==> src/hdl/pmc_pkg.sv <==
// package of constants and types for the power mode controller
package pmc_pkg;
    // ------------------------------------------------------------
    // register byte addresses (word aligned)
    // ------------------------------------------------------------
    localparam logic [7:0] PMC_CTRL_ADDR = 8'h00;
    localparam logic [7:0] PMC_FUNC_ADDR = 8'h04;
    localparam logic [7:0] PMC_STAT_ADDR = 8'h08;
    localparam logic [7:0] PMC_IRQ_ADDR = 8'h0c;
    localparam logic [7:0] PMC_MASK_ADDR = 8'h10;
    localparam logic [7:0] PMC_VOLT_ADDR = 8'h14;
    localparam logic [7:0] PMC_CMD_ADDR = 8'h18;
    // ------------------------------------------------------------
    // control register fields
    // ------------------------------------------------------------
    localparam int PMC_CTRL_SLEEP_EN_BIT = 0;
    localparam int PMC_CTRL_PIN_AIR_EN_BIT = 1;
    localparam int PMC_CTRL_RDY_POL_BIT = 2;
    localparam int PMC_CTRL_USB_MODE_LSB = 4;
    localparam int PMC_CTRL_PWRDN_BIT = 8;
    localparam logic [8:0] PMC_CTRL_RST = 9'h000;
    // ------------------------------------------------------------
    // functionality levels
    // ------------------------------------------------------------
    localparam logic [2:0] PMC_FUN_MIN = 3'h0;
    localparam logic [2:0] PMC_FUN_FULL = 3'h1;
    localparam logic [2:0] PMC_FUN_AIR = 3'h4;
    // ------------------------------------------------------------
    // irq status bits
    // ------------------------------------------------------------
    localparam int PMC_IRQ_SLEEP_BIT = 0;
    localparam int PMC_IRQ_WAKE_BIT = 1;
    localparam int PMC_IRQ_REJ_BIT = 2;
    localparam int PMC_IRQ_W = 3;
    localparam int PMC_DATA_W = 32;
    localparam int PMC_VOLT_W = 12;
    // ------------------------------------------------------------
    // remote wakeup pulse, 1 ms minimum on the bus
    // ------------------------------------------------------------
    localparam int PMC_CLK_MHZ = 125;
    localparam int PMC_RWAKE_US = 1000;
    localparam int PMC_RWAKE_CYC = PMC_RWAKE_US * PMC_CLK_MHZ;
    // ------------------------------------------------------------
    // usb attachment modes
    // ------------------------------------------------------------
    typedef enum logic [1:0] {
        PMC_USB_NONE,
        PMC_USB_RWAKE,
        PMC_USB_RI,
        PMC_USB_NOSUSP
    } pmc_usb_mode_t;
    typedef enum logic [2:0] {
        PMC_ST_FULL,
        PMC_ST_MIN,
        PMC_ST_AIR,
        PMC_ST_SLEEP,
        PMC_ST_DOWN
    } pmc_state_t;
endpackage : pmc_pkg

==> src/hdl/pmc_power_mode_controller.sv <==
// power mode controller: sleep, airplane, minimum and power-down modes
`timescale 1ns/1ps
// How it works
// (RULE_01) uart mode sleeps only with sleep enable set and ready line high
// (RULE_02) ready line driven low wakes the device from sleep
// (RULE_03) uart mode raises ring indication while a result is pending
// (RULE_04) host ready input polarity selectable; shows host sleep state
// (RULE_05) usb modes except no-suspend also need bus suspend before sleep entry
// (RULE_06) remote wakeup pulse on bus when host supports it and result pends
// (RULE_07) usb traffic wakes the device from sleep
// (RULE_08) suspend-only hosts get ring indication instead of bus signalling
// (RULE_09) no-suspend hosts drop bus power to allow sleep; restore wakes
// (RULE_10) pin airplane enabled and rf-disable low forces airplane mode unless the level is minimum
// (RULE_11) rf-disable pin ignored after reset until enabled by command
// (RULE_12) functionality levels 0 min, 1 full, 4 airplane; full by default
// (RULE_13) minimum mode turns off radio and subscriber card, power stays
// (RULE_14) airplane mode turns radio off and rejects radio commands
// (RULE_15) positioning enable is never touched by functionality changes
// (RULE_16) power-down keeps serial port off and software halted
// (RULE_17) baseband supply voltage readable by the host
// (RULE_18) ready input treated as high when left open (pull-up); the synchroniser resets ready low
// (RULE_19) all pin inputs pass two flip-flops before use
module pmc_power_mode_controller #(
    parameter int RWAKE_CYC = pmc_pkg::PMC_RWAKE_CYC
) (
    // clock and reset
    input wire logic core_clk_i,
    input wire logic rst_b_i,
    // avalon-mm slave
    input wire logic [7:0] avs_address_i,
    input wire logic avs_read_i,
    input wire logic avs_write_i,
    input wire logic [pmc_pkg::PMC_DATA_W-1:0] avs_writedata_i,
    input wire logic [3:0] avs_byteenable_i,
    output logic [pmc_pkg::PMC_DATA_W-1:0] avs_readdata_o,
    output logic avs_waitrequest_o,
    output logic avs_irq_o,
    // pins from host
    input wire logic dtr_i,
    input wire logic rf_disable_b_i,
    input wire logic host_ready_in_i,
    input wire logic usb_vbus_i,
    input wire logic usb_suspend_i,
    input wire logic usb_rx_activity_i,
    // on-chip sources
    input wire logic urc_pending_i,
    input wire logic rf_cmd_i,
    input wire logic [pmc_pkg::PMC_VOLT_W-1:0] baseband_supply_i,
    // outputs
    output logic ring_ind_o,
    output logic usb_rwake_o,
    output logic rf_en_o,
    output logic sim_en_o,
    output logic serial_en_o,
    output logic sw_run_o,
    output logic sleep_o,
    output logic host_asleep_o,
    output logic rf_cmd_reject_o
);
    import pmc_pkg::*;

    // ------------------------------------------------------------
    // reset release and pin synchronisers
    // ------------------------------------------------------------
    logic [1:0] rst_sync_r;
    logic rst_n;
    logic [5:0] pin_s1_r;
    logic [5:0] pin_s2_r;
    logic dtr_s, rfdis_b_s, rdy_s, vbus_s, susp_s, usbact_s;

    always_ff @(posedge core_clk_i or negedge rst_b_i) begin
        if (!rst_b_i) begin
            rst_sync_r <= 2'h0;
        end else begin
            rst_sync_r <= {rst_sync_r[0], 1'b1};
        end
    end
    assign rst_n = rst_sync_r[1];

    // pull-up defaults: dtr, rf-disable and vbus idle high; ready idles low
    always_ff @(posedge core_clk_i or negedge rst_n) begin
        if (!rst_n) begin
            pin_s1_r <= 6'h0b; // RULE_18
            pin_s2_r <= 6'h0b;
        end else begin
            pin_s1_r <= {usb_rx_activity_i, usb_suspend_i, usb_vbus_i,
                         host_ready_in_i, rf_disable_b_i, dtr_i}; // RULE_19
            pin_s2_r <= pin_s1_r;
        end
    end
    assign dtr_s = pin_s2_r[0];
    assign rfdis_b_s = pin_s2_r[1];
    assign rdy_s = pin_s2_r[2];
    assign vbus_s = pin_s2_r[3];
    assign susp_s = pin_s2_r[4];
    assign usbact_s = pin_s2_r[5];

    // ------------------------------------------------------------
    // registers
    // ------------------------------------------------------------
    logic [8:0] ctrl_r;
    logic [2:0] fun_r;
    logic [PMC_IRQ_W-1:0] irq_r, mask_r, irq_set;
    logic [PMC_IRQ_W-1:0] irq_nxt;
    logic [PMC_DATA_W-1:0] rdata_nxt;
    logic req, wr, rd, wr_ctrl, wr_fun, wr_irq, wr_mask;
    logic fun_ok;
    logic sleep_en, pin_air_en, rdy_pol;
    pmc_usb_mode_t usb_mode;

    assign req = (avs_read_i | avs_write_i) & avs_waitrequest_o;
    assign wr = req & avs_write_i & avs_byteenable_i[0];
    assign rd = req & avs_read_i;
    assign wr_ctrl = wr & (avs_address_i == PMC_CTRL_ADDR);
    assign wr_fun = wr & (avs_address_i == PMC_FUNC_ADDR);
    assign wr_irq = wr & (avs_address_i == PMC_IRQ_ADDR);
    assign wr_mask = wr & (avs_address_i == PMC_MASK_ADDR);
    // only 0, 1 and 4 are accepted; anything else leaves the level
    assign fun_ok = (avs_writedata_i[2:0] == PMC_FUN_MIN) |
                    (avs_writedata_i[2:0] == PMC_FUN_FULL) |
                    (avs_writedata_i[2:0] == PMC_FUN_AIR); // RULE_12
    assign sleep_en = ctrl_r[PMC_CTRL_SLEEP_EN_BIT];
    assign pin_air_en = ctrl_r[PMC_CTRL_PIN_AIR_EN_BIT];
    assign rdy_pol = ctrl_r[PMC_CTRL_RDY_POL_BIT];
    assign usb_mode = pmc_usb_mode_t'(ctrl_r[PMC_CTRL_USB_MODE_LSB +: 2]);

    // one wait state: waitrequest drops for the cycle after the take
    // edge, so a held request is never taken twice
    always_ff @(posedge core_clk_i or negedge rst_n) begin
        if (!rst_n) begin
            avs_waitrequest_o <= 1'b1;
            ctrl_r <= PMC_CTRL_RST;
            fun_r <= PMC_FUN_FULL; // RULE_12
            mask_r <= '0;
            avs_readdata_o <= '0;
        end else begin
            avs_waitrequest_o <= ~req;
            // power down is sticky: only reset leaves it
            if (wr_ctrl) begin
                ctrl_r <= {ctrl_r[PMC_CTRL_PWRDN_BIT] | (avs_byteenable_i[1]
                           & avs_writedata_i[PMC_CTRL_PWRDN_BIT]),
                           avs_writedata_i[7:0]}; // RULE_11
            end
            if (wr_fun && fun_ok) begin
                fun_r <= avs_writedata_i[2:0];
            end
            if (wr_mask) begin
                mask_r <= avs_writedata_i[PMC_IRQ_W-1:0];
            end
            if (rd) begin
                avs_readdata_o <= rdata_nxt;
            end
        end
    end
    // ------------------------------------------------------------
    // mode state machine
    // ------------------------------------------------------------
    pmc_state_t state_r, state_nxt, awake_st;
    logic pin_air, bus_ok, sleep_go, wake_go, was_sleep;

    assign pin_air = pin_air_en & ~rfdis_b_s; // RULE_10
    assign awake_st = (fun_r == PMC_FUN_MIN) ? PMC_ST_MIN :
                      ((fun_r == PMC_FUN_AIR) || pin_air) ? PMC_ST_AIR :
                      PMC_ST_FULL; // RULE_13
    // suspend for usb hosts, lost bus power for hosts without suspend
    assign bus_ok = (usb_mode == PMC_USB_NONE) ? 1'b1 :
                    (usb_mode == PMC_USB_NOSUSP) ? ~vbus_s : susp_s; // RULE_05
    // a live wake source blocks entry, else sleep and wake would bounce
    assign sleep_go = sleep_en & dtr_s & bus_ok & ~wake_go; // RULE_01
    assign wake_go = ~dtr_s | // RULE_02
                     ((usb_mode == PMC_USB_RWAKE ||
                       usb_mode == PMC_USB_RI) & usbact_s) | // RULE_07
                     ((usb_mode == PMC_USB_NOSUSP) & vbus_s); // RULE_09

    always_comb begin
        state_nxt = state_r;
        case (state_r)
            PMC_ST_DOWN: state_nxt = PMC_ST_DOWN;
            PMC_ST_SLEEP: begin
                if (wake_go || !sleep_en) begin
                    state_nxt = awake_st;
                end
            end
            PMC_ST_FULL, PMC_ST_MIN, PMC_ST_AIR: begin
                state_nxt = sleep_go ? PMC_ST_SLEEP : awake_st;
            end
            default: state_nxt = PMC_ST_FULL;
        endcase
        if (ctrl_r[PMC_CTRL_PWRDN_BIT]) begin
            state_nxt = PMC_ST_DOWN; // RULE_16
        end
    end

    always_ff @(posedge core_clk_i or negedge rst_n) begin
        if (!rst_n) begin
            state_r <= PMC_ST_FULL;
        end else begin
            state_r <= state_nxt;
        end
    end
    assign was_sleep = (state_r == PMC_ST_SLEEP);

    // ------------------------------------------------------------
    // wake of the host: ring indication or bus remote wakeup
    // ------------------------------------------------------------
    logic ri_nxt, rw_start;
    logic [$clog2(RWAKE_CYC+1)-1:0] rw_cnt_r;
    logic urc_d_r;

    assign ri_nxt = urc_pending_i & ((usb_mode == PMC_USB_NONE) | // RULE_03
                    (usb_mode == PMC_USB_RI) | // RULE_08
                    (usb_mode == PMC_USB_NOSUSP));
    assign rw_start = (usb_mode == PMC_USB_RWAKE) & urc_pending_i &
                      ~urc_d_r & susp_s; // RULE_06

    always_ff @(posedge core_clk_i or negedge rst_n) begin
        if (!rst_n) begin
            urc_d_r <= 1'b0;
            rw_cnt_r <= '0;
        end else begin
            urc_d_r <= urc_pending_i;
            if (rw_start) begin
                rw_cnt_r <= ($clog2(RWAKE_CYC+1))'(RWAKE_CYC);
            end else if (rw_cnt_r != '0) begin
                rw_cnt_r <= rw_cnt_r - 1'b1;
            end
        end
    end

    // ------------------------------------------------------------
    // outputs and interrupts
    // ------------------------------------------------------------
    logic run, rf_on, rej;
    assign run = (state_r != PMC_ST_DOWN);
    assign rf_on = (state_r == PMC_ST_FULL) | (was_sleep &
                   (awake_st == PMC_ST_FULL)); // RULE_14
    assign rej = rf_cmd_i & ~rf_on; // RULE_14
    assign irq_set = {rej, was_sleep & (state_nxt != PMC_ST_SLEEP),
                      ~was_sleep & (state_nxt == PMC_ST_SLEEP)};
    // set beats the write-one clear
    assign irq_nxt = (irq_r & ~({PMC_IRQ_W{wr_irq}} &
                     avs_writedata_i[PMC_IRQ_W-1:0])) | irq_set;

    always_ff @(posedge core_clk_i or negedge rst_n) begin
        if (!rst_n) begin
            irq_r <= '0;
            ring_ind_o <= 1'b0;
            usb_rwake_o <= 1'b0;
            rf_en_o <= 1'b1;
            sim_en_o <= 1'b1;
            serial_en_o <= 1'b1;
            sw_run_o <= 1'b1;
            sleep_o <= 1'b0;
            host_asleep_o <= 1'b0;
            rf_cmd_reject_o <= 1'b0;
            avs_irq_o <= 1'b0;
        end else begin
            irq_r <= irq_nxt;
            // new status, so a clear drops the line without lag
            avs_irq_o <= |(irq_nxt & mask_r);
            ring_ind_o <= ri_nxt & run;
            usb_rwake_o <= (rw_cnt_r != '0) & run;
            rf_en_o <= rf_on & run;
            sim_en_o <= run & (state_r != PMC_ST_MIN); // RULE_13
            serial_en_o <= run; // RULE_16
            sw_run_o <= run & ~was_sleep;
            sleep_o <= was_sleep;
            host_asleep_o <= (rdy_s != rdy_pol); // RULE_04
            rf_cmd_reject_o <= rej;
        end
    end

    // positioning has no term here: it never depends on fun_r (RULE_15)
    always_comb begin
        rdata_nxt = '0;
        case (avs_address_i)
            PMC_CTRL_ADDR: rdata_nxt[8:0] = ctrl_r;
            PMC_FUNC_ADDR: rdata_nxt[2:0] = fun_r;
            PMC_STAT_ADDR: rdata_nxt[7:0] = {2'h0, rdy_s, vbus_s,
                                             dtr_s, state_r};
            PMC_IRQ_ADDR: rdata_nxt[PMC_IRQ_W-1:0] = irq_r;
            PMC_MASK_ADDR: rdata_nxt[PMC_IRQ_W-1:0] = mask_r;
            PMC_VOLT_ADDR: rdata_nxt[PMC_VOLT_W-1:0] = baseband_supply_i; // RULE_17
            default: rdata_nxt = '0;
        endcase
    end

    // ------------------------------------------------------------
    // checks
    // ------------------------------------------------------------
    property p_sleep_cond;
        @(posedge core_clk_i) disable iff (!rst_n)
        (state_r != PMC_ST_SLEEP) && (state_nxt == PMC_ST_SLEEP)
            |-> sleep_en && dtr_s;
    endproperty
    a_sleep_cond: assert property (p_sleep_cond) else $error("bad sleep"); // RULE_01

    property p_dtr_wake;
        @(posedge core_clk_i) disable iff (!rst_n)
        was_sleep && !dtr_s && !ctrl_r[8] |=> !was_sleep;
    endproperty
    a_dtr_wake: assert property (p_dtr_wake) else $error("no wake"); // RULE_02

    property p_pin_ignored;
        @(posedge core_clk_i) disable iff (!rst_n)
        !pin_air_en && fun_r == PMC_FUN_FULL && state_r != PMC_ST_SLEEP
            && !ctrl_r[8] && !sleep_go |=> state_r == PMC_ST_FULL;
    endproperty
    a_pin_ignored: assert property (p_pin_ignored) else $error("pin used"); // RULE_11

    property p_min_sim;
        @(posedge core_clk_i) disable iff (!rst_n)
        state_r == PMC_ST_MIN |=> !sim_en_o && !rf_en_o;
    endproperty
    a_min_sim: assert property (p_min_sim) else $error("sim on"); // RULE_13

    property p_air_rej;
        @(posedge core_clk_i) disable iff (!rst_n)
        state_r == PMC_ST_AIR && rf_cmd_i |=> rf_cmd_reject_o;
    endproperty
    a_air_rej: assert property (p_air_rej) else $error("no reject"); // RULE_14

    property p_down;
        @(posedge core_clk_i) disable iff (!rst_n)
        state_r == PMC_ST_DOWN |=> !serial_en_o && !sw_run_o;
    endproperty
    a_down: assert property (p_down) else $error("serial on"); // RULE_16

    property p_ri;
        @(posedge core_clk_i) disable iff (!rst_n)
        urc_pending_i && usb_mode == PMC_USB_RI && run |=> ring_ind_o;
    endproperty
    a_ri: assert property (p_ri) else $error("no ring"); // RULE_08

    property p_rwake;
        @(posedge core_clk_i) disable iff (!rst_n)
        rw_start && run ##1 run |=> usb_rwake_o && !ring_ind_o;
    endproperty
    a_rwake: assert property (p_rwake) else $error("no rwake"); // RULE_06
endmodule : pmc_power_mode_controller
==> config.mk <==
export PLATFORM = sky130hd
export DESIGN_NAME = pmc_power_mode_controller
export DESIGN_NICKNAME = d
export VERILOG_FILES = /design/src/hdl/pmc_pkg.sv /design/src/hdl/pmc_power_mode_controller.sv
export SDC_FILE = /design/constraint.sdc
export NUM_CORES = 1
export LEC_CHECK = 0
export BUFFER_PORTS_ARGS = -buffer_cell sky130_fd_sc_hd__clkbuf_2
export CORE_MARGIN = 1.5
export CORE_UTILIZATION = 28
export DETAILED_ROUTE_END_ITERATION = 8
export MAX_ROUTING_LAYER = met4
export SYNTH_ARGS = -nofsm -noshare
export SYNTH_HDL_FRONTEND = slang
export SYNTH_SLANG_ARGS = --single-unit
==> constraint.sdc <==
create_clock -name core_clk_i -period 3.1 [get_ports core_clk_i]
set_input_delay 0.155 -clock core_clk_i [delete_from_list [all_inputs] [get_ports core_clk_i]]
set_output_delay 0.155 -clock core_clk_i [all_outputs]
set_load 0.005 [all_outputs]
==> flow_summary.ini <==
[clock_tree]
clockBufferDepth = 2
cts_root_buf = clkbuf_16
numCtsBuffers = 9
clock_latency_ps = 340
cts_tree = done
cts.clk_slew.worst_paths_ps = 60
clkSinkCount = 76
htree_levels = 3
cts_resized = 0

[power_and_ir_drop]
power.share.clock_pct = 44.0
p_leak_nw = 1.90
cellPowerDensity_nw_per_um2 = 594
p_comb_share_pct = 11.0
switchingPower_w = 0.000646
internal_power_w = 0.00195
p_sw_share_pct = 24.9
ir_worst_vdd_mv = 0.269
seq_power_share_pct = 45.0

[synthesis]
synthXorXnorAreaFrac_pct = 2.97
synth.area.mux_share_pct = 4.66
synth-seq-area-share_pct = 54.1
synth-main-ff-cell = dfrtp_1
avgSynthCellArea_um2 = 10.8
yosys.area_share.simple_pct = 17.8
ys_warn_count = 0
synth_edf_count = 0
syn_inst = 327
syn_area_um2 = 3540
synth_cell_type_count = 56
synth_top_family_by_area = simple AND/OR/NAND/NOR gates
synthAdderAreaFrac_pct = 1.77
synth-seq-cells = 76
synth-async-reset-ratio_pct = 100
synth-compound-area-share_pct = 12.0

[routing]
routedWlPerCell_um = 13.8
viasPerCell = 4.67
num_vias = 2692
ant_nets = 0
drc = 0
wl_um = 7980
drt-pass1-iter-count = 5
drt-initial-drc-count = 191

[global_routing]
grt_max_degree = 75
first_global_vias = 2652
grt_usage_pct = 13.5
antenna_found_initial = 0
gr-total-overflow = 0
grt_pass1_wl_um = 13300

[cells_and_area]
post_route_cells_drive_above_1_share_pct = 28.2
synthToLayoutAreaGrowth_pct = 23.6
seq_area_um2 = 1920
multi_input_area_um2 = 1470
nFillCells = 1222
num_antenna_cells = 0
nets = 476

[sta]
slew_viol_final = 0
tns_ps = 0
fin_crit_ps = 2070
slew_headroom_pct = 39.2
holdWs_ps = 36.6
post-route-period-util_pct = 66.6
fin_skew_ps = 8.89
rsz0062_at_grt = false
final_hold_viol_count = 0
setup-violations-final = 0
fmax_ghz = 0.484
worst-slew-pin-transition_ps = 912

[critical_path]
crit_chain = inv_1 > ha_1 > nor3b_1 > nand3_1 > nor4_1 > xnor2_1 > nor2_1
crit_family = simple AND/OR/NAND/NOR gates
cp-start-kind = flip-flop
worst_path_max_delay_cell = dfrtp_1
r2r_slack_ps = 1030
cpPeakStageDelay_ps = 410
crit_buf_inv = 1
end_kind = flip-flop
cp.required_ps = 3310
crit_fanout = 10
path_class = reg2reg
worstPathArrival_ps = 2280

[placed_design]
gp_congestion = 0.869
hpwl_um = 5830
io_buffers = 65

[die]
dieHeight_um = 115
die_area_um2 = 13300
num_io_pins = 111
start_util_pct = 29.1
core_area_um2 = 12200
rows = 40
die_w_um = 115

[hold_path]
hp-class = in2reg

[job]
maxCapViolations = 0

[run_status]
status = finished clean
==> registers in the layout, indices dropped and copies added, names as in the netlist <==
register / count
avs_irq_o: 1
pin_s1_r: 6
rst_sync_r: 2
serial_en_o: 1
rw_cnt_r: 17
host_asleep_o: 1
avs_waitrequest_o: 1
state_r: 3
rf_cmd_reject_o: 1
irq_r: 3
sim_en_o: 1
ctrl_r: 9
fun_r: 3
rf_en_o: 1
urc_d_r: 1
pin_s2_r: 6
usb_rwake_o: 1
sw_run_o: 1
mask_r: 3
ring_ind_o: 1
sleep_o: 1
avs_readdata_o: 12
==> synthesized netlist by cell type, types with 6 or more instances <==
cell type | count | share of area (%)
inv_1 | 6 | 0.64
mux2_2 | 12 | 3.8
dfstp_2 | 12 | 8.9
a22oi_1 | 6 | 1.3
nor3_1 | 10 | 1.4
xor2_1 | 7 | 1.7
nand2_1 | 37 | 3.9
nand3_1 | 7 | 0.99
or3_1 | 7 | 1.2
nor2_1 | 21 | 2.2
o21ai_0 | 21 | 3.0
dfrtp_1 | 64 | 45
a21oi_1 | 13 | 1.8
buf_4 | 20 | 4.2
==> layout by cell type, fill, tap and decap left out, types with 3 or more instances in the layout <==
master	count
o21ai_0	21
mux2_2	12
a21oi_1	13
a22oi_1	6
nor2_1	21
clkbuf_16	9
nor3_1	10
nor4_1	5
ha_1	5
and3_1	4
o211ai_1	3
dlygate4sd3_1	9
dfrtp_1	63
nand2b_1	3
dfstp_2	12
or4_1	4
or3_1	7
conb_1	21
xnor2_1	5
xor2_1	7
a32o_1	4
nand2_1	37
mux2i_1	3
clkbuf_2	65
nand3_1	7
inv_1	6
==> per-stage QoR <==
step | total power, W | setup slack [ps] | cells | area [um^2] | utilization, %
final | 0.00260 | 1030 | 576 | 4380 | 36.0
after global routing | 0.00273 | 859 | 576 | 4380 | 36.0
after CTS | 0.00263 | 1030 | 576 | 4380 | 36.0
after detailed placement | 0.00147 | 957 | 551 | 3960 | 32.6
after global placement | 0.00145 | 971 | 551 | 3960 | 32.6
after floorplan | 0.00138 | 848 | 346 | 3610 | -
==> cell type report <==
| cell class | instances | area share, % |
|---|---|---|
| Clock buffer | 11 | 5.55 |
| Tap cell | 168 | 4.80 |
| Multi-Input combinational cell | 234 | 33.5 |
| Clock inverter | 5 | 1.94 |
| Sequential cell | 76 | 43.8 |
| Timing Repair Buffer | 76 | 9.83 |
| Inverter | 6 | 0.515 |
==> tightest hold or removal path, stage by stage <==
cell and delay, ps:
clkbuf_2 70, nand2_1 50, o21ai_0 60
==> worst paths after layout <==
check / start / end / cells after the start
max: rw_cnt_r[0]$_DFFE_PN0P_ / rw_cnt_r[12]$_DFFE_PN0P_ / 7
min: avs_writedata_i[5] / ctrl_r[5]$_DFFE_PN0P_ / 3
max reg2reg: rw_cnt_r[0]$_DFFE_PN0P_ / rw_cnt_r[12]$_DFFE_PN0P_ / 7
min reg2reg: pin_s1_r[2]$_DFF_PN0_ / pin_s2_r[2]$_DFF_PN0_ / 0
max in group asynchronous: rst_sync_r[1]$_DFF_PN0_ / avs_readdata_o[1]$_DFFE_PN0P_ / 1
min in group asynchronous: rst_b_i / rst_sync_r[1]$_DFF_PN0_ / 2
==> layer usage <==
| metal | part of all wire (%) | vias to the layer above | track usage (%) |
|---|---|---|---|
| met5 | 0 | - | - |
| met4 | 2.2 | 0 | 6.75 |
| met3 | 5.0 | 19 | 2.41 |
| met2 | 46 | 97 | 19.9 |
| met1 | 47 | 1286 | 17.7 |
| li1 | - | 1290 | - |
==> power groups by stage <==
| stage | sequential, W | clock [W] | combinational (W) |
|---|---|---|---|
| 4_1_cts | 0.00117 | 0.00117 | 0.000292 |
| 6_report | 0.00117 | 0.00114 | 0.000287 |
| 3_3_place_gp | 0.00118 | 0 | 0.000272 |
| 5_1_grt | 0.00118 | 0.00121 | 0.000330 |
| 2_1_floorplan | 0.00118 | 0 | 0.000199 |
| 3_5_place_dp | 0.00118 | 0 | 0.000280 |
==> kinds of logic after synthesis <==
kind of cell    count (synthesis)
buf+inv                        36
compound gates                 64
xor+xnor                       12
simple gates                  117
fa+ha+maj                       5
flops                          76
other cells                     2
mux                            15
==> timing repair <==
item,4_1_cts,5_1_grt
setup buffers,0,0
hold buffers,9,0
endpoints found under the hold margin,10,0
(Power assumes the default switching activity.)
